===== config.mk =====
export PLATFORM = sky130hd
export DESIGN_NAME = pio_top
export DESIGN_NICKNAME = d
export VERILOG_FILES = /design/src/pio_pkg.sv /design/src/pio_port.sv /design/src/pio_sync.sv /design/src/pio_top.sv
export SDC_FILE = /design/constraint.sdc
export NUM_CORES = 1
export LEC_CHECK = 0
export BUFFER_PORTS_ARGS = -buffer_cell sky130_fd_sc_hd__buf_2
export CAP_MARGIN = 40
export CORE_UTILIZATION = 45
export DETAILED_ROUTE_END_ITERATION = 6
export GPL_ROUTABILITY_DRIVEN = 0
export PLACE_DENSITY_LB_ADDON = 0.08
export SYNTH_ARGS = -nofsm -noshare
export SYNTH_HDL_FRONTEND = slang
export SYNTH_SLANG_ARGS = --single-unit

===== constraint.sdc =====
create_clock -name aclk -period 3.95 [get_ports aclk]
set_clock_uncertainty 0.05 [all_clocks]
set_input_delay 0.395 -clock aclk [delete_from_list [all_inputs] [get_ports aclk]]
set_output_delay 0.395 -clock aclk [all_outputs]
set_load 0.01 [all_outputs]

===== src/pio_pkg.sv =====
/*
 * shared constants and carrier types for the parallel i/o port block.
 * assumes a single bus clock and an axi4-lite master issuing word accesses.
 */
package pio_pkg;

    localparam int unsigned PIO_ADDR_W = 8;
    localparam int unsigned PIO_DATA_W = 32;
    localparam int unsigned PIO_PINS   = 21;

    // register indices; byte address is four times the index
    localparam logic [3:0] PIO_IDX_A_LATCH = 4'h0;
    localparam logic [3:0] PIO_IDX_B_LATCH = 4'h1;
    localparam logic [3:0] PIO_IDX_C_LATCH = 4'h2;
    localparam logic [3:0] PIO_IDX_D_LATCH = 4'h3;
    localparam logic [3:0] PIO_IDX_A_DIR   = 4'h4;
    localparam logic [3:0] PIO_IDX_B_DIR   = 4'h5;
    localparam logic [3:0] PIO_IDX_C_DIR   = 4'h6;
    localparam logic [3:0] PIO_IDX_D_DIR   = 4'h7;
    localparam logic [3:0] PIO_IDX_E_LATCH = 4'h8;
    localparam logic [3:0] PIO_IDX_E_DIR   = 4'hc;
    localparam logic [3:0] PIO_IDX_A_PUE   = 4'hd;
    localparam logic [3:0] PIO_IDX_C_PUE   = 4'he;
    localparam logic [3:0] PIO_IDX_D_PUE   = 4'hf;

    // implemented widths per port
    localparam int unsigned PIO_W_A = 4;
    localparam int unsigned PIO_W_B = 6;
    localparam int unsigned PIO_W_C = 2;
    localparam int unsigned PIO_W_D = 7;
    localparam int unsigned PIO_W_E = 2;

    // values after reset
    localparam logic [7:0] PIO_DIR_RST = 8'h00;
    localparam logic [7:0] PIO_PUE_RST = 8'h00;

    // axi response codes
    localparam logic [1:0] PIO_RESP_OKAY   = 2'h0;
    localparam logic [1:0] PIO_RESP_SLVERR = 2'h2;

    // timer edge select value that leaves the pin to the port
    localparam logic [1:0] PIO_EDGE_OFF = 2'h0;

    typedef struct packed {
        logic [1:0] e;
        logic [6:0] d;
        logic [1:0] c;
        logic [5:0] b;
        logic [3:0] a;
    } pio_pins_t;

    typedef struct packed {
        logic [3:0] keyboard_irq_pin_enable;
        logic       adc_active;
        logic [2:0] adc_channel_select;
        logic       spi_module_enable;
        logic [1:0] timer_ch0_edge_select;
        logic [1:0] timer_ch1_edge_select;
        logic [1:0] timer_two_ch0_edge_select;
        logic       sci_module_enable;
    } pio_periph_t;

endpackage


===== src/pio_port.sv =====
/*
 * per-port pin control: drive, enable, pullup and read-back selection.
 * assumes latch, direction and takeover masks are on the aclk domain.
 */
module pio_port
    import pio_pkg::*;
#(
    parameter int unsigned W = 1
) (
    input  wire logic         aclk,
    input  wire logic         aresetn,
    input  wire logic [W-1:0] latch,
    input  wire logic [W-1:0] dir,
    input  wire logic [W-1:0] pue,
    input  wire logic [W-1:0] take,
    input  wire logic [W-1:0] hold_in,
    input  wire logic [W-1:0] analog,
    input  wire logic [W-1:0] per_out,
    input  wire logic [W-1:0] per_oe,
    input  wire logic [W-1:0] pin_level,
    output logic      [W-1:0] out_reg,
    output logic      [W-1:0] oe_reg,
    output logic      [W-1:0] pu_reg,
    output logic      [W-1:0] rd
);
    logic [W-1:0] oe_next;
    logic [W-1:0] out_next;
    logic [W-1:0] pu_next;

    always_comb begin
        oe_next  = take & per_oe | ~take & ~hold_in & ~analog & dir;
        out_next = oe_next & (take & per_out | ~take & latch);
        pu_next  = pue & ~dir & ~oe_next & ~take & ~analog;
        rd       = dir & latch | ~dir & pin_level;
    end

    always_ff @(posedge aclk) begin
        if (!aresetn) begin
            out_reg <= '0;
            oe_reg  <= '0;
            pu_reg  <= '0;
        end else begin
            out_reg <= out_next;
            oe_reg  <= oe_next;
            pu_reg  <= pu_next;
        end
    end
endmodule


===== src/pio_sync.sv =====
/*
 * three-stage input synchroniser; the output follows once stages two and
 * three agree. assumes inputs are asynchronous to aclk.
 */
module pio_sync
    import pio_pkg::*;
#(
    parameter int unsigned W = 1
) (
    input  wire logic         aclk,
    input  wire logic         aresetn,
    input  wire logic [W-1:0] async_in,
    output logic      [W-1:0] level
);
    logic [W-1:0] s1_reg;
    logic [W-1:0] s2_reg;
    logic [W-1:0] s3_reg;

    always_ff @(posedge aclk) begin
        if (!aresetn) begin
            s1_reg <= '0;
            s2_reg <= '0;
            s3_reg <= '0;
        end else begin
            s1_reg <= async_in;
            s2_reg <= s1_reg;
            s3_reg <= s2_reg;
        end
    end

    always_ff @(posedge aclk) begin
        if (!aresetn) begin
            level <= '0;
        end else begin
            for (int i = 0; i < W; i++) begin
                if (s2_reg[i] == s3_reg[i]) begin
                    level[i] <= s3_reg[i];
                end
            end
        end
    end
endmodule


===== src/pio_top.sv =====
/*
 * five parallel i/o ports behind an axi4-lite slave, with peripheral pin
 * takeover. assumes external pad logic resolves pin_out/pin_oe/pin_pullup.
 */
module pio_top
    import pio_pkg::*;
(
    input  wire logic                  aclk,
    input  wire logic                  aresetn,
    input  wire logic [PIO_ADDR_W-1:0] s_axi_awaddr,
    input  wire logic                  s_axi_awvalid,
    output logic                       s_axi_awready,
    input  wire logic [PIO_DATA_W-1:0] s_axi_wdata,
    input  wire logic [3:0]            s_axi_wstrb,
    input  wire logic                  s_axi_wvalid,
    output logic                       s_axi_wready,
    output logic      [1:0]            s_axi_bresp,
    output logic                       s_axi_bvalid,
    input  wire logic                  s_axi_bready,
    input  wire logic [PIO_ADDR_W-1:0] s_axi_araddr,
    input  wire logic                  s_axi_arvalid,
    output logic                       s_axi_arready,
    output logic      [PIO_DATA_W-1:0] s_axi_rdata,
    output logic      [1:0]            s_axi_rresp,
    output logic                       s_axi_rvalid,
    input  wire logic                  s_axi_rready,
    input  wire pio_periph_t           periph_ctl,
    input  wire pio_pins_t             periph_out,
    input  wire pio_pins_t             periph_oe,
    input  wire pio_pins_t             pin_in,
    output pio_pins_t                  pin_out,
    output pio_pins_t                  pin_oe,
    output pio_pins_t                  pin_pullup,
    output pio_pins_t                  pin_level
);
    // software registers
    logic [PIO_W_A-1:0] port_a_latch_reg;
    logic [PIO_W_B-1:0] port_b_latch_reg;
    logic [PIO_W_C-1:0] port_c_latch_reg;
    logic [PIO_W_D-1:0] port_d_latch_reg;
    logic [PIO_W_E-1:0] port_e_latch_reg;
    logic [PIO_W_A-1:0] port_a_direction_reg;
    logic [PIO_W_B-1:0] port_b_direction_reg;
    logic [PIO_W_C-1:0] port_c_direction_reg;
    logic [PIO_W_D-1:0] port_d_direction_reg;
    logic [PIO_W_E-1:0] port_e_direction_reg;
    logic [PIO_W_A-1:0] port_a_pullup_enable_reg;
    logic [PIO_W_C-1:0] port_c_pullup_enable_reg;
    logic [PIO_W_D-1:0] port_d_pullup_enable_reg;

    // bus state
    logic                  awready_reg;
    logic                  wready_reg;
    logic                  bvalid_reg;
    logic [1:0]            bresp_reg;
    logic                  arready_reg;
    logic                  rvalid_reg;
    logic [1:0]            rresp_reg;
    logic [PIO_DATA_W-1:0] rdata_reg;
    logic [PIO_ADDR_W-1:0] wr_addr_reg;
    logic [7:0]            wr_byte_reg;
    logic                  wr_lane_reg;
    logic                  wr_fire;
    logic                  wr_ok;
    logic [3:0]            wr_idx;

    // pin side
    pio_pins_t take_mask;
    pio_pins_t hold_mask;
    pio_pins_t analog_mask;
    pio_pins_t rd_val;
    logic [PIO_W_B-1:0] adc_sel;

    assign s_axi_awready = awready_reg;
    assign s_axi_wready  = wready_reg;
    assign s_axi_bvalid  = bvalid_reg;
    assign s_axi_bresp   = bresp_reg;
    assign s_axi_arready = arready_reg;
    assign s_axi_rvalid  = rvalid_reg;
    assign s_axi_rresp   = rresp_reg;
    assign s_axi_rdata   = rdata_reg;

    function automatic logic addr_mapped(input logic [PIO_ADDR_W-1:0] a);
        logic [3:0] idx;
        idx = a[5:2];
        addr_mapped = (a[PIO_ADDR_W-1:6] == '0) && ((idx <= PIO_IDX_E_LATCH)
                      || (idx >= PIO_IDX_E_DIR));
    endfunction

    function automatic logic [7:0] read_byte(input logic [3:0] idx);
        read_byte = 8'h00;
        case (idx)
            PIO_IDX_A_LATCH: read_byte[PIO_W_A-1:0] = rd_val.a;
            PIO_IDX_B_LATCH: read_byte[PIO_W_B-1:0] = rd_val.b;
            PIO_IDX_C_LATCH: read_byte[PIO_W_C-1:0] = rd_val.c;
            PIO_IDX_D_LATCH: read_byte[PIO_W_D-1:0] = rd_val.d;
            PIO_IDX_E_LATCH: read_byte[PIO_W_E-1:0] = rd_val.e;
            PIO_IDX_A_DIR:   read_byte[PIO_W_A-1:0] = port_a_direction_reg;
            PIO_IDX_B_DIR:   read_byte[PIO_W_B-1:0] = port_b_direction_reg;
            PIO_IDX_C_DIR:   read_byte[PIO_W_C-1:0] = port_c_direction_reg;
            PIO_IDX_D_DIR:   read_byte[PIO_W_D-1:0] = port_d_direction_reg;
            PIO_IDX_E_DIR:   read_byte[PIO_W_E-1:0] = port_e_direction_reg;
            PIO_IDX_A_PUE:   read_byte[PIO_W_A-1:0] = port_a_pullup_enable_reg;
            PIO_IDX_C_PUE:   read_byte[PIO_W_C-1:0] = port_c_pullup_enable_reg;
            PIO_IDX_D_PUE:   read_byte[PIO_W_D-1:0] = port_d_pullup_enable_reg;
            default:         read_byte = 8'h00;
        endcase
    endfunction

    // write channel handshakes: address and data may arrive in either order
    assign wr_fire = !awready_reg && !wready_reg && !bvalid_reg;
    assign wr_idx  = wr_addr_reg[5:2];
    assign wr_ok   = addr_mapped(wr_addr_reg);

    always_ff @(posedge aclk) begin
        if (!aresetn) begin
            awready_reg <= 1'b1;
        end else if (s_axi_awvalid && awready_reg) begin
            awready_reg <= 1'b0;
        end else if (bvalid_reg && s_axi_bready) begin
            awready_reg <= 1'b1;
        end
    end

    always_ff @(posedge aclk) begin
        if (!aresetn) begin
            wr_addr_reg <= '0;
        end else if (s_axi_awvalid && awready_reg) begin
            wr_addr_reg <= s_axi_awaddr;
        end
    end

    always_ff @(posedge aclk) begin
        if (!aresetn) begin
            wready_reg  <= 1'b1;
            wr_byte_reg <= 8'h00;
            wr_lane_reg <= 1'b0;
        end else if (s_axi_wvalid && wready_reg) begin
            wready_reg  <= 1'b0;
            wr_byte_reg <= s_axi_wdata[7:0];
            wr_lane_reg <= s_axi_wstrb[0];
        end else if (bvalid_reg && s_axi_bready) begin
            wready_reg  <= 1'b1;
        end
    end

    always_ff @(posedge aclk) begin
        if (!aresetn) begin
            bvalid_reg <= 1'b0;
            bresp_reg  <= PIO_RESP_OKAY;
        end else if (wr_fire) begin
            bvalid_reg <= 1'b1;
            bresp_reg  <= wr_ok ? PIO_RESP_OKAY : PIO_RESP_SLVERR;
        end else if (s_axi_bready) begin
            bvalid_reg <= 1'b0;
        end
    end

    // data latches keep their contents through reset
    always_ff @(posedge aclk) begin
        if (wr_fire && wr_ok && wr_lane_reg) begin
            case (wr_idx)
                PIO_IDX_A_LATCH: port_a_latch_reg <= wr_byte_reg[PIO_W_A-1:0];
                PIO_IDX_B_LATCH: port_b_latch_reg <= wr_byte_reg[PIO_W_B-1:0];
                PIO_IDX_C_LATCH: port_c_latch_reg <= wr_byte_reg[PIO_W_C-1:0];
                PIO_IDX_D_LATCH: port_d_latch_reg <= wr_byte_reg[PIO_W_D-1:0];
                PIO_IDX_E_LATCH: port_e_latch_reg <= wr_byte_reg[PIO_W_E-1:0];
                default: ;
            endcase
        end
    end

    always_ff @(posedge aclk) begin
        if (!aresetn) begin
            port_a_direction_reg <= PIO_DIR_RST[PIO_W_A-1:0];
            port_b_direction_reg <= PIO_DIR_RST[PIO_W_B-1:0];
            port_c_direction_reg <= PIO_DIR_RST[PIO_W_C-1:0];
            port_d_direction_reg <= PIO_DIR_RST[PIO_W_D-1:0];
            port_e_direction_reg <= PIO_DIR_RST[PIO_W_E-1:0];
        end else if (wr_fire && wr_ok && wr_lane_reg) begin
            case (wr_idx)
                PIO_IDX_A_DIR: port_a_direction_reg <= wr_byte_reg[PIO_W_A-1:0];
                PIO_IDX_B_DIR: port_b_direction_reg <= wr_byte_reg[PIO_W_B-1:0];
                PIO_IDX_C_DIR: port_c_direction_reg <= wr_byte_reg[PIO_W_C-1:0];
                PIO_IDX_D_DIR: port_d_direction_reg <= wr_byte_reg[PIO_W_D-1:0];
                PIO_IDX_E_DIR: port_e_direction_reg <= wr_byte_reg[PIO_W_E-1:0];
                default: ;
            endcase
        end
    end

    always_ff @(posedge aclk) begin
        if (!aresetn) begin
            port_a_pullup_enable_reg <= PIO_PUE_RST[PIO_W_A-1:0];
            port_c_pullup_enable_reg <= PIO_PUE_RST[PIO_W_C-1:0];
            port_d_pullup_enable_reg <= PIO_PUE_RST[PIO_W_D-1:0];
        end else if (wr_fire && wr_ok && wr_lane_reg) begin
            case (wr_idx)
                PIO_IDX_A_PUE: port_a_pullup_enable_reg <= wr_byte_reg[PIO_W_A-1:0];
                PIO_IDX_C_PUE: port_c_pullup_enable_reg <= wr_byte_reg[PIO_W_C-1:0];
                PIO_IDX_D_PUE: port_d_pullup_enable_reg <= wr_byte_reg[PIO_W_D-1:0];
                default: ;
            endcase
        end
    end

    // read channel: data registered one cycle after the address is taken
    always_ff @(posedge aclk) begin
        if (!aresetn) begin
            arready_reg <= 1'b1;
            rvalid_reg  <= 1'b0;
            rresp_reg   <= PIO_RESP_OKAY;
            rdata_reg   <= '0;
        end else if (s_axi_arvalid && arready_reg) begin
            arready_reg <= 1'b0;
            rvalid_reg  <= 1'b1;
            rresp_reg   <= addr_mapped(s_axi_araddr) ? PIO_RESP_OKAY : PIO_RESP_SLVERR;
            rdata_reg   <= addr_mapped(s_axi_araddr)
                           ? {24'h000000, read_byte(s_axi_araddr[5:2])} : '0;
        end else if (rvalid_reg && s_axi_rready) begin
            arready_reg <= 1'b1;
            rvalid_reg  <= 1'b0;
        end
    end

    // peripheral takeover masks
    always_comb begin
        adc_sel = '0;
        if (periph_ctl.adc_active && (periph_ctl.adc_channel_select < 3'(PIO_W_B))) begin
            adc_sel[periph_ctl.adc_channel_select] = 1'b1;
        end
        take_mask   = '0;
        hold_mask   = '0;
        analog_mask = '0;
        hold_mask.a = periph_ctl.keyboard_irq_pin_enable;
        analog_mask.b = adc_sel;
        take_mask.d[3:0] = {4{periph_ctl.spi_module_enable}};
        take_mask.d[4] = periph_ctl.timer_ch0_edge_select != PIO_EDGE_OFF;
        take_mask.d[5] = periph_ctl.timer_ch1_edge_select != PIO_EDGE_OFF;
        take_mask.d[6] = periph_ctl.timer_two_ch0_edge_select != PIO_EDGE_OFF;
        take_mask.e = {2{periph_ctl.sci_module_enable}};
    end

    pio_sync #(.W(PIO_PINS)) u_sync (
        .aclk     (aclk),
        .aresetn  (aresetn),
        .async_in (pin_in),
        .level    (pin_level)
    );

    // one controller per port
    pio_port #(.W(PIO_W_A)) u_port_a (
        .aclk (aclk), .aresetn (aresetn),
        .latch (port_a_latch_reg), .dir (port_a_direction_reg),
        .pue (port_a_pullup_enable_reg),
        .take (take_mask.a), .hold_in (hold_mask.a), .analog (analog_mask.a),
        .per_out (periph_out.a), .per_oe (periph_oe.a), .pin_level (pin_level.a),
        .out_reg (pin_out.a), .oe_reg (pin_oe.a), .pu_reg (pin_pullup.a), .rd (rd_val.a)
    );

    pio_port #(.W(PIO_W_B)) u_port_b (
        .aclk (aclk), .aresetn (aresetn),
        .latch (port_b_latch_reg), .dir (port_b_direction_reg),
        .pue ('0),
        .take (take_mask.b), .hold_in (hold_mask.b), .analog (analog_mask.b),
        .per_out (periph_out.b), .per_oe (periph_oe.b), .pin_level (pin_level.b),
        .out_reg (pin_out.b), .oe_reg (pin_oe.b), .pu_reg (pin_pullup.b), .rd (rd_val.b)
    );

    pio_port #(.W(PIO_W_C)) u_port_c (
        .aclk (aclk), .aresetn (aresetn),
        .latch (port_c_latch_reg), .dir (port_c_direction_reg),
        .pue (port_c_pullup_enable_reg),
        .take (take_mask.c), .hold_in (hold_mask.c), .analog (analog_mask.c),
        .per_out (periph_out.c), .per_oe (periph_oe.c), .pin_level (pin_level.c),
        .out_reg (pin_out.c), .oe_reg (pin_oe.c), .pu_reg (pin_pullup.c), .rd (rd_val.c)
    );

    pio_port #(.W(PIO_W_D)) u_port_d (
        .aclk (aclk), .aresetn (aresetn),
        .latch (port_d_latch_reg), .dir (port_d_direction_reg),
        .pue (port_d_pullup_enable_reg),
        .take (take_mask.d), .hold_in (hold_mask.d), .analog (analog_mask.d),
        .per_out (periph_out.d), .per_oe (periph_oe.d), .pin_level (pin_level.d),
        .out_reg (pin_out.d), .oe_reg (pin_oe.d), .pu_reg (pin_pullup.d), .rd (rd_val.d)
    );

    pio_port #(.W(PIO_W_E)) u_port_e (
        .aclk (aclk), .aresetn (aresetn),
        .latch (port_e_latch_reg), .dir (port_e_direction_reg),
        .pue ('0),
        .take (take_mask.e), .hold_in (hold_mask.e), .analog (analog_mask.e),
        .per_out (periph_out.e), .per_oe (periph_oe.e), .pin_level (pin_level.e),
        .out_reg (pin_out.e), .oe_reg (pin_oe.e), .pu_reg (pin_pullup.e), .rd (rd_val.e)
    );
endmodule


# == After elaboration in Yosys (flattened, before gate mapping) ==
# Index checks and enable logic that the tools add are counted.
# totals
in_bits,138
regBits,251
# classes
eq_ne,45
muxes,19
bitwise_logic,51
n_reduce_logical,42
n_lt_le_gt_ge,7
# op_table
cell,n
bitwise AND 7 bit,10
equality test 4 bit (second input constant),10
equality test 4 x 3 -> 1 bit (second input constant),8
case mux 2 bit (13 select lines),1
AND reduction 2 bit,13
bitwise AND 4 bit,6
bitwise AND 6 bit,4
bitwise AND 2 bit,11
equality test 1 bit,21
inverter 7 bit,3
bitwise OR 7 bit,3
equality test 4 x 2 -> 1 bit (second input constant),4
case mux 2 bit (8 select lines),1
nonzero test 2 bit,7
logical AND 1 bit,13
inverter 4 bit,3
inverter 6 bit,2
two-way mux 1 bit,10
case mux 2 bit (5 select lines),1
equality test 4 x 1 -> 1 bit (second input constant),2
>= comparator 4 bit (second input constant),2
<= comparator 4 bit (second input constant),2
zero test 4 bit,2
bitwise OR 2 bit,4
14 further kinds,21

# == Logic depth before layout (Yosys ltp) ==
# Gate-level depths: netlist of run 1.
# depth
word_depth,8
mapped_depth,6
mapped_depth_nobuf,4

# == Cells and area by module ==
# From an unflattened synthesis of run 1, not the netlist that was laid out.
# unflattened
cells_unflattened,862
hier_area_um2,9122.5
# modules_own_cells
mod,area_per_inst_um2,n_inst,cells_each
pio_top,4008.8,1,404
pio_sync,2497.4,1,219
pio_port at u_port_d,898.4,1,80
pio_port at u_port_b,765.7,1,68
pio_port at u_port_c ...,239.0,2,23
pio_port at u_port_a,474.2,1,45

# == Least setup slack after synthesis of run 1 ==
# Ideal clock, no wire load.
# synth_path
path_kind,flip-flop to flip-flop
from,"register bvalid_reg, in the netlist s_axi_bvalid"
to,register port_d_latch_reg[0] (enable)
synth_period_minus_slack_ps,2000
path_stages_with_launch,6
n_path_buf,1
setup_slack_ps,1950
setup_time_ps,380
t_arrival_ps,1570
required_ps,3520
path_cell_list,dfxtp_1 nor3_1 buf_2 and2_1 nand2_1 nor3_1
# synth_between
elab_chain_len,5
# synth_lines
item,line,source
"start, declared",pio_top.sv:54,logic bvalid_reg;
"start signal, assigned",pio_top.sv:149,bvalid_reg <= 1'b0;
"start signal, assigned",pio_top.sv:152,bvalid_reg <= 1'b1;
"start signal, assigned",pio_top.sv:155,bvalid_reg <= 1'b0;
zero test 1 bit,pio_top.sv:111,assign wr_fire = !awready_reg && !wready_reg && !bvalid_reg;
logical AND 1 bit,pio_top.sv:111,
logical AND 1 bit (2 in a row),pio_top.sv:161,if (wr_fire && wr_ok && wr_lane_reg) begin
AND reduction 2 bit (no line),-,
"end signal, assigned",pio_top.sv:166,PIO_IDX_D_LATCH: port_d_latch_reg <= wr_byte_reg[PIO_W_D-1:0];
"end, declared",pio_top.sv:40,logic [PIO_W_D-1:0] port_d_latch_reg;
# Every way passes these cells.
# A chain may end at the register's enable or synchronous reset.

# == Final worst setup path of run 1 ==
# layout_path
from,register wr_addr_reg[6]
to,register port_a_latch_reg[3] (enable)
# layout_between
elab_chain_len,5
# layout_lines
item,line,source
"start, declared",pio_top.sv:60,logic [PIO_ADDR_W-1:0] wr_addr_reg;
"start signal, assigned",pio_top.sv:129,wr_addr_reg <= s_axi_awaddr;
zero test 2 bit,pio_top.sv:86,addr_mapped = (a[PIO_ADDR_W-1:6] == '0) && ((idx <= PIO_IDX_E_LATCH)
logical AND 1 bit,pio_top.sv:86,
logical AND 1 bit (2 in a row),pio_top.sv:161,
AND reduction 2 bit (no line),-,
"end signal, assigned",pio_top.sv:163,PIO_IDX_A_LATCH: port_a_latch_reg <= wr_byte_reg[PIO_W_A-1:0];
"end, declared",pio_top.sv:37,logic [PIO_W_A-1:0] port_a_latch_reg;
# Every way passes these cells.

==> metrics.md, run 1 <==
| Metric | Value |
|---|---|
| Status | completed |
| Diode count | 0 |
| Routed vias | 5949 |
| Netlist cell types | 54 |
| Post-synthesis simple-gate area fraction | 0.204 |
| Min Tclk post-route | 1890 ps |
| Root Buffer | clkbuf_16 |
| Grt total ovfl | 0 |
| Setup repair bufs after CTS | 0 |
| Post-Synth Adder-Cell Area | 0 |
| FF-to-FF Start | wr_addr_reg[6]$_SDFFE_PN0P_ |
| CP max FO | 9 |
| Clk pin slew, worst setup/hold paths | 60 ps |
| Routed Antenna Nets | 0 |
| Sink Count | 222 |
| Final setup violation count | 0 |
| Initial drt markers | just over 300 |
| Max-slew violations | 0 |
| Rel. slew slack | 0.467 |
| Top-count cell post-synth | dfxtp_1 |
| Worst Tran Pin Value | about 800 ps |
| Max Cap Viol | 0 |
| Largest family of logic cells by synthesized area | simple AND/OR/NAND/NOR gates |
| Setup WS pre-CTS | 1870 ps |
| HP Class | in -> reg |
| Hold depth | 2 |
| Clock Latency Late Sink | 500 ps |
| Min-Delay Endpoint | u_port_a.oe_reg[3]$_SDFF_PN0_ |
| Worst Setup Slack, final | 2060 ps |
| Critical Path RT | slightly above 4000 ps |
| Number of global-route vias before repair | 5526 |
| Cts bufs inserted | 23 |
| Reg-to-reg endpoint | port_a_latch_reg[3]$_DFFE_PP_ |
| Total GRT Usage | 0.204 |
| CP peak stage delay | between 300 and 400 ps |
| Worst setup EP type | flop |
| Via/cell ratio | 4.97 |
| Synth warn | 0 |
| Die Area | 18600 µm² |
| Crit share post-route | 0.478 |
| PwrDens | 481 nW/µm² |
| Leakage power | 0.00425 µW |
| FP Rows | 48 |
| Die X | 136 µm |
| Commonest cells in the netlist | 201 x dfxtp_1, 80 x and2_1, 68 x nand2_1 |
| Final hold violation count | 0 |
| Register-to-register setup slack | 2060 ps |
| Sequential share of the synthesized area | 0.572 |
| Yosys reg bits | 222 |
| IO Pins | 263 |
| Startpoint types | flop |
| Routed wire per std cell | 15.9 µm |
| Xor/xnor share of the synthesized area | 0 |
| Avg Inst Size Synth | 10.3 µm² |
| Hold_sp | periph_ctl[15] |
| WL final | 19000 µm |
| Post-synthesis cell count | ~790 |
| Post-synth top area cell | dfxtp_1 |
| Critical path type | reg -> reg |
| Drt drc | 0 |
| Critical path arrival | just over 2000 ps |
| Initial antenna violation count | 1 |
| Final net count | ~1100 |
| Largest net degree at the start of global routing | 88 |
| Post-synth EDFFs | 21 |
| Synth Area in Compound Gates | 0.0809 |
| DP Wirelength | 13300 µm |
| CP max-delay cell | nor3b_4 |
| PostCTS Resize Cnt | 0 |
| PortBufs | 171 |
| Area contributors post-synth | dfxtp_1 49%, mux2i_1 7.8%, edfxtp_1 7.8% |
| Cell total after placement | between 1000 and 1500 |
| Top_reg_cell synth | dfxtp_1 |
| Post-synth ARST share | 0 |
| Sequence of cells on the critical path | nor3b_4, and2_1, nand2_1, nor3_1, buf_2 |
| Post-synth top area share | 0.495 |
| Initial Utilization | 0.465 |
| Proportion of synthesized area in mux cells | 0.0849 |
| Max Clk Rate | between 0.5 and 0.6 GHz |
| H-Tree Depth | 1 |
| RSZ-0062 raised after global routing | false |
| Max VDD drop | 0.312 mV |
| Die Y | 136 µm |
| First-pass GRT wire length | ~29000 µm |
| Layout cells sized above 1 | 0.236 |
| Fin cells | 1197 |
| Bufs on Longest Clock Path | 3 |
| Area Overhead vs Synth | 20.1% |
| Setup TNS | 0 ps |
| Clock tree from TritonCTS | yes |
| R2r worst-path depth | 5 |
| Initial DRT Pass Iterations | 4 |
| Netlist Area Pre-Place | between 8000 and 9000 µm² |
| CORE AREA | 17500 µm² |
how the worst max path moves through the flow:
stage,slack [ps],from,to
after floorplan,1950,s_axi_bvalid$_SDFFE_PN0P_,port_d_latch_reg[0]$_DFFE_PP_
after global placement,1710,wr_addr_reg[6]$_SDFFE_PN0P_,port_a_latch_reg[1]$_DFFE_PP_
after detailed placement,1870,s_axi_araddr[4],s_axi_rdata[4]$_SDFFE_PN0P_
after CTS,2070,s_axi_arready$_SDFFE_PN1P_,s_axi_rdata[0]$_SDFFE_PN0P_
after global routing,1900,s_axi_bvalid$_SDFFE_PN0P_,port_d_latch_reg[3]$_DFFE_PP_
final,2060,wr_addr_reg[6]$_SDFFE_PN0P_,port_a_latch_reg[3]$_DFFE_PP_
metrics by stage:
stage          hold WS (ps)  power [µW]  instance area [µm²]   util
2_1_floorplan           362        2550                 8260      -
3_3_place_gp            363        2620                 9000  0.515
3_5_place_dp            369        2620                 9010  0.516
4_1_cts               0.707        4750                 9770  0.559
5_1_grt                7.83        4870                 9770  0.559
6_report               14.3        4700                 9770  0.559
cell families (layout without fill, tap and decap cells):
kind of cell | Yosys count | in the layout
multiplexers | 67 | 67
flip-flops | 222 | 222
other | 1 | 35
AO/OA/AOI/OAI | 117 | 117
buffers and inverters | 80 | 227
AND/OR/NAND/NOR | 304 | 304
worst max-delay path, delay by kind of cell, from the launching register on:
| kind | cells | cell delay, ps |
|---|---|---|
| DFF | 1 | 350 |
| and+or+nand+nor | 4 | 940 |
| buffers and inverters | 1 | 260 |
cells in the final DEF, fill, tap and decap left out, drive strengths merged, types with 3 or more instances in the layout:
cell type	count
nor2	61
nand4	6
nor2b	4
o2bb2ai	3
a31oi	6
or3b	7
and2	80
buf	178
nand2b	5
and3	3
edfxtp	21
clkinv	7
mux2i	63
conb	35
o22ai	3
o21ai	42
dfxtp	201
mux2	3
nor3	14
clkbuf	32
nor4	6
nand2	68
and4	5
nor3b	20
a21oi	51
nand3b	5
inv	7
nand3	11
power by group:
group          total (µW)  leakage (µW)  switching (µW)  internal (µW)
registers            2350       0.00184            34.1           2320
logic                 215       0.00203             132           83.7
clock network        2130      0.000375             849           1280
total                4700       0.00425            1010           3680
per-layer routing:
metal	wire length, µm	GRT usage
met5	0	0
met4	413	0.0549
met3	1210	0.0362
met2	8840	0.332
met1	8590	0.277
layout make-up:
cell class	instances	area, µm²
Inverter	7	27.5
Sequential cell	222	4650
Timing Repair Buffer	179	913
Fill cell	1583	7710
Clock buffer	32	649
Tap cell	225	282
Clock inverter	9	100
Multi-Input combinational cell	523	3140
repair_timing:
action | 4_1_cts | 5_1_grt
hold endpoints to repair | 1 | 0
hold buffers | 1 | 0
endpoints found under the setup margin | 0 | 0
(Power assumes the default switching activity.)
==> run 2, diff against run 1 <==
==> constraint.sdc (replaced) <==
create_clock -name aclk -period 1.8 [get_ports aclk]
set_clock_uncertainty 0.05 [all_clocks]
set_input_delay 0.18 -clock aclk [delete_from_list [all_inputs] [get_ports aclk]]
set_output_delay 0.18 -clock aclk [all_outputs]
set_load 0.01 [all_outputs]
==> metrics.md, run 2 (synthesis gave the netlist of run 1 again) <==
| Metric | Value |
|---|---|
| Status | completed (unchanged) |
| Initial Utilization | 0.465 (unchanged) |
| PortBufs | 171 (unchanged) |
| Critical path type | in -> reg (was reg -> reg) |
| Clk pin slew, worst setup/hold paths | 60 ps (about the same) |
| Grt total ovfl | 0 (unchanged) |
| WL final | 20800 µm (was 19000 µm) |
| Area of the multi-input gates | 3160 µm² (was 3140 µm²) |
| HP Class | in -> reg (unchanged) |
| Sink Count | 222 (unchanged) |
| Max-slew violations | 0 (unchanged) |
| Die X | 136 µm (unchanged) |
| Fill count | 1506 (was 1583) |
| Diode count | 0 (unchanged) |
| FP Rows | 48 (unchanged) |
| Final net count | 1194 (was 1094) |
| Routed wire per std cell | 16.0 µm (was 15.9 µm) |
| Die Y | 136 µm (unchanged) |
| R2r worst-path depth | 4 (was 5) |
| Max Cap Viol | 0 (unchanged) |
| Max VDD drop | 0.657 mV (was 0.312 mV) |
| Clock tree from TritonCTS | yes (unchanged) |
| Via/cell ratio | 5.00 (was 4.97) |
| Drt drc | 0 (unchanged) |
| Setup WS pre-CTS | -61.4 ps (was 1870 ps) |
| CP max FO | 22 (was 9) |
| Initial DRT Pass Iterations | 4 (unchanged) |
| Area Overhead vs Synth | 32.6% (was 20.1%) |
| Reg-to-reg endpoint | s_axi_rdata[4]$_SDFFE_PN0P_ (was port_a_latch_reg[3]$_DFFE_PP_) |
| Fin cells | 1298 (was 1197) |
| Final hold violation count | 0 (unchanged) |
| Met3 WL post-DR | 1150 µm (was 1210 µm) |
| Cell total after placement | 1179 (was 1155) |
| Root Buffer | clkbuf_16 (unchanged) |
| Clock Latency Late Sink | 510 ps (was 500 ps) |
| Setup repair bufs after CTS | 0 (unchanged) |
| Startpoint types | input pin (was flop) |
| Bufs on Longest Clock Path | 3 (unchanged) |
| Initial drt markers | 232 (was 304) |
| CP peak stage delay | 590 ps (was 370 ps) |
| H-Tree Depth | 1 (unchanged) |
| CP max-delay cell | dlygate4sd3_1 (was nor3b_4) |
| Routed Antenna Nets | 0 (unchanged) |
| FF-to-FF Start | u_sync.level[8]$_SDFFE_PN0N_ (was wr_addr_reg[6]$_SDFFE_PN0P_) |
| Register-to-register setup slack | 80 ps (was 2060 ps) |
| Total GRT Usage | 0.222 (was 0.204) |
| Layout cells sized above 1 | 0.240 (was 0.236) |
| Routed vias | 6494 (was 5949) |
| Sequence of cells on the critical path | dlygate4sd3_1, buf_2, buf_12, nand2_1, a31oi_1, dlygate4sd3_1, and2_1 (was nor3b_4, and2_1, nand2_1, nor3_1, buf_2) |
| First-pass GRT wire length | 31700 µm (was 29300 µm) |
| Die Area | 18600 µm² (unchanged) |
| CORE AREA | 17500 µm² (unchanged) |
| Wl on met1 | 9330 µm (was 8590 µm) |
| Leakage power | 0.00472 µW (was 0.00425 µW) |
| Met2 routed WL | 9880 µm (was 8840 µm) |
| Worst Setup Slack, final | 63.4 ps (was 2060 ps) |
| Max Clk Rate | 0.576 GHz |
| Most common cell after layout, fill and taps aside | dfxtp_1 (unchanged) |
| PwrDens | 977 nW/µm² (was 481 nW/µm²) |
| Worst Tran Pin Value | 695 ps (was 789 ps) |
| Worst setup endpoint | u_port_b.out_reg[4]$_SDFF_PN0_ (was port_a_latch_reg[3]$_DFFE_PP_) |
| Crit share post-route | 0.965 |
| Initial antenna violation count | 1 (unchanged) |
| Min Tclk post-route | 1740 ps |
| Worst path most repeated cell | dlygate4sd3_1 |
| Worst setup EP type | flop (unchanged) |
| Critical path arrival | 2140 ps (was 2040 ps) |
| IO Pins | 263 (unchanged) |
| Number of global-route vias before repair | 5954 (was 5526) |
| CP startpoint | aresetn (was wr_addr_reg[6]$_SDFFE_PN0P_) |
| Critical Path RT | 2200 ps (was 4100 ps) |
| RSZ-0062 raised after global routing | false (unchanged) |
| Highest routed layer | met4 (unchanged) |
| FF+latch area | 4650 µm² (unchanged) |
| Final setup violation count | 0 (unchanged) |
| Cts bufs inserted | 23 (unchanged) |
| Rel. slew slack | 0.536 (was 0.467) |
| Total design power | 10500 µW (was 4700 µW) |
| Largest net degree at the start of global routing | 88 (unchanged) |
| Most frequent cells in the layout | 201 x dfxtp_1, 171 x buf_2, 80 x and2_1, 75 x dlygate4sd3_1, 68 x nand2_1 (was 201 x dfxtp_1, 173 x buf_2, 80 x and2_1, 68 x nand2_1, 63 x mux2i_1) |
| DP Wirelength | 13900 µm (was 13300 µm) |
run 2: area by class of cell:
class,count,share of cell area
flip-flops and latches,222,0.431
well taps,225,0.0261
repair buffers,279,0.176
clock inverters,9,0.00881
inverters,7,0.00255
multi-input cells,523,0.293
clock buffers,33,0.0615
run 2: per-layer routing:
layer,up-vias,global-route usage
li1,3175,-
met1,3074,0.299
met2,210,0.361
met3,35,0.0421
met4,0,0.0630
met5,-,0
run 2: worst min path at each step:
stage	startpoint	slack, ps	to	depth (start not counted)
floorplan	periph_ctl[12]	210	u_port_a.oe_reg[0]$_SDFF_PN0_	1
CTS	periph_ctl[2]	3	u_port_d.pu_reg[6]$_SDFF_PN0_	3
detailed placement	periph_ctl[13]	310	u_port_a.oe_reg[1]$_SDFF_PN0_	2
global route	periph_ctl[2]	20	u_port_d.pu_reg[6]$_SDFF_PN0_	3
global placement	periph_ctl[14]	310	u_port_a.oe_reg[2]$_SDFF_PN0_	2
finish	periph_ctl[2]	20	u_port_d.pu_reg[6]$_SDFF_PN0_	3
run 2: worst max-delay path: cells and delay by family:
kind,cells,cell delay [ps]
buffers and inverters,4,1610
AND/OR/NAND/NOR,2,190
AO/OA/AOI/OAI,1,140
run 2: metrics by stage:
| stage | util | hold slack [ps] | TNS (ps) | area, µm² |
|---|---|---|---|---|
| 2_1_floorplan | - | 214 | 0 | 8280 |
| 3_3_place_gp | 0.528 | 312 | -115 | 9220 |
| 3_5_place_dp | 0.528 | 307 | -61.4 | 9220 |
| 4_1_cts | 0.614 | 2.70 | 0 | 10700 |
| 5_1_grt | 0.617 | 17.0 | 0 | 10800 |
| 6_report | 0.617 | 17.9 | 0 | 10800 |
run 2: what timing repair did:
action | in CTS | in global routing
hold buffers | 75 | 0
gates cloned | 0 | 2
hold endpoints to repair | 76 | 0
setup endpoints to repair | 1 | 3
resized for setup | 1 | 1
run 2: power by group:
part,internal (µW),leakage (µW),total [µW],switching [µW]
clock network,2840,0.000375,4710,1870
registers,5090,0.00184,5160,70.5
logic,325,0.00250,660,335
==> run 3, diff against run 2 <==
==> constraint.sdc (replaced) <==
create_clock -name aclk -period 1.5 [get_ports aclk]
set_clock_uncertainty 0.05 [all_clocks]
set_input_delay 0.15 -clock aclk [delete_from_list [all_inputs] [get_ports aclk]]
set_output_delay 0.15 -clock aclk [all_outputs]
set_load 0.01 [all_outputs]
==> metrics.md, run 3 (synthesis gave the netlist of run 1 again) <==
| Metric | Value |
|---|---|
| Grt total ovfl | 0 (unchanged) |
| H-Tree Depth | 1 (unchanged) |
| Cell total after placement | 1219 (was 1179) |
| Total GRT Usage | 0.227 (was 0.222) |
| Initial Utilization | 0.465 (unchanged) |
| Leakage power | 0.00506 µW (was 0.00472 µW) |
| Failing checks | negative setup slack |
| Min Tclk post-route | 1530 ps |
| Layout cells sized above 1 | 0.302 (was 0.240) |
| Number of global-route vias before repair | 6341 (was 5954) |
| Final hold violation count | 0 (unchanged) |
| Worst Tran Pin Value | 543 ps (was 695 ps) |
| Area Overhead vs Synth | 41.4% (was 32.6%) |
| Max-slew violations | 0 (unchanged) |
| Drt drc | 0 (unchanged) |
| Critical path type | reg -> reg (was in -> reg) |
| Worst setup EP type | flop (unchanged) |
| Max Clk Rate | approximately 0.65 GHz |
| Critical Path RT | 1670 ps (was 2200 ps) |
| Clk pin slew, worst setup/hold paths | 60 ps (about the same) |
| Initial antenna violation count | 0 (was 1) |
| Largest net degree at the start of global routing | 57 (was 88) |
| RSZ-0062 raised after global routing | true (was false) |
| Diode count | 0 (unchanged) |
| Max Cap Viol | 0 (unchanged) |
| Cts bufs inserted | 24 (was 23) |
| Critical path arrival | 1700 ps (was 2140 ps) |
| Most common cell after layout, fill and taps aside | dfxtp_1 (unchanged) |
| Final net count | 1240 (was 1194) |
| Crit share post-route | 1.02 |
| Die X | 136 µm (unchanged) |
| Register-to-register setup slack | -30 ps (was 80 ps) |
| Most frequent cells in the layout | 191 x dfxtp_1, 171 x buf_2, 79 x and2_1, 76 x dlygate4sd3_1, 63 x nand2_1 (was 201 x dfxtp_1, 171 x buf_2, 80 x and2_1, 75 x dlygate4sd3_1, 68 x nand2_1) |
| IO Pins | 263 (unchanged) |
| Routed Antenna Nets | 0 (unchanged) |
| Max VDD drop | 1.02 mV (was 0.657 mV) |
| WL final | 20900 µm (was 20800 µm) |
| FP Rows | 48 (unchanged) |
| Clock tree from TritonCTS | yes (unchanged) |
| Routed vias | 6537 (was 6494) |
| Status | complete, but fails checks (was completed) |
| DP Wirelength | 14700 µm (was 13900 µm) |
| Root Buffer | clkbuf_16 (unchanged) |
| Initial DRT Pass Iterations | 4 (unchanged) |
| Setup TNS | -220 ps (was 0 ps) |
| Routed wire per std cell | 15.6 µm (was 16.0 µm) |
| CP max FO | 6 (was 22) |
| Worst Setup Slack, final | -30.5 ps (was 63.4 ps) |
| Die Y | 136 µm (unchanged) |
| Via/cell ratio | 4.86 (was 5.00) |
| CORE AREA | 17500 µm² (unchanged) |
| Rel. slew slack | 0.637 (was 0.536) |
| Startpoint types | flop (was input pin) |
| Total design power | 13400 µW (was 10500 µW) |
| Clock Latency Late Sink | 500 ps (was 510 ps) |
| PortBufs | 171 (unchanged) |
| Initial drt markers | 282 (was 232) |
| Sink Count | 222 (unchanged) |
| First-pass GRT wire length | 32600 µm (was 31700 µm) |
| PwrDens | 1170 nW/µm² (was 977 nW/µm²) |
| Die Area | 18600 µm² (unchanged) |
| HP Class | in -> reg (unchanged) |
| Fin cells | 1345 (was 1298) |
| Bufs on Longest Clock Path | 3 (unchanged) |
| Final setup violation count | 10 (was 0) |
==> run 3: changes by cell type in the layout (fill, tap and decap cells not counted), sizes merged <==
cell	change
dlymetal6s4s	+1
buf	+45
clkinv	-4
dlygate4sd3	+1
clkinvlp	+2
bufinv	+2
==> run 3: path summary, 6_finish.rpt <==
path / start / end / cells after the start
max: s_axi_awready$_SDFFE_PN1P_ / port_b_latch_reg[3]$_DFFE_PP_ / 5
max reg2reg: s_axi_awready$_SDFFE_PN1P_ / port_b_latch_reg[3]$_DFFE_PP_ / 5
min: s_axi_awvalid / wr_addr_reg[6]$_SDFFE_PN0P_ / 4
min reg2reg: u_sync.s1_reg[0]$_SDFF_PN0_ / u_sync.s2_reg[0]$_SDFF_PN0_ / 1
==> run 3: layer usage <==
| layer | vias up | part of all wire | global-route usage |
|---|---|---|---|
| li1 | 3287 | - | - |
| met1 | 3042 | 0.45 | 0.299 |
| met2 | 182 | 0.48 | 0.382 |
| met3 | 26 | 0.048 | 0.0395 |
| met4 | 0 | 0.019 | 0.0605 |
| met5 | - | 0 | 0 |
==> run 3: timing repair <==
action	4_1_cts	5_1_grt
pin swaps	5	16
hold buffers	78	0
gates resized for setup	12	31
endpoints found under the setup margin	27	58
endpoints found under the hold margin	79	0
setup buffers	2	3
==> run 3: per-stage QoR <==
step | worst slack [ps] | hold slack (ps) | util | instance area, µm²
finish | -30.5 | 20.6 | 0.658 | 11500
global route | -114 | 45.1 | 0.658 | 11500
CTS | -73.6 | 6.02 | 0.652 | 11400
detailed placement | -141 | 277 | 0.555 | 9690
global placement | -141 | 282 | 0.555 | 9690
floorplan | -90.7 | 184 | - | 8330
==> run 3: layout make-up <==
type                    instances  area (µm²)
clock buffers                  35         723
clock inverters                 9         151
fillers                      1457        5980
inverters                       7        27.5
multi-input cells             523        3290
flip-flops and latches        222        4670
well taps                     225         282
repair buffers                324        2350
==> run 3: power breakdown <==
group	internal [µW]	switching (µW)	total [µW]
clock network	4030	2290	6320
registers	6110	84.0	6190
logic	460	432	892
total	10600	2810	13400
==> run 3: worst max-delay path: stages (launching register included) <==
cell and delay (ps):
dfxtp_4 350, nor3_4 220, and2_4 220, nand2_4 60, nor3_4 200, buf_12 150
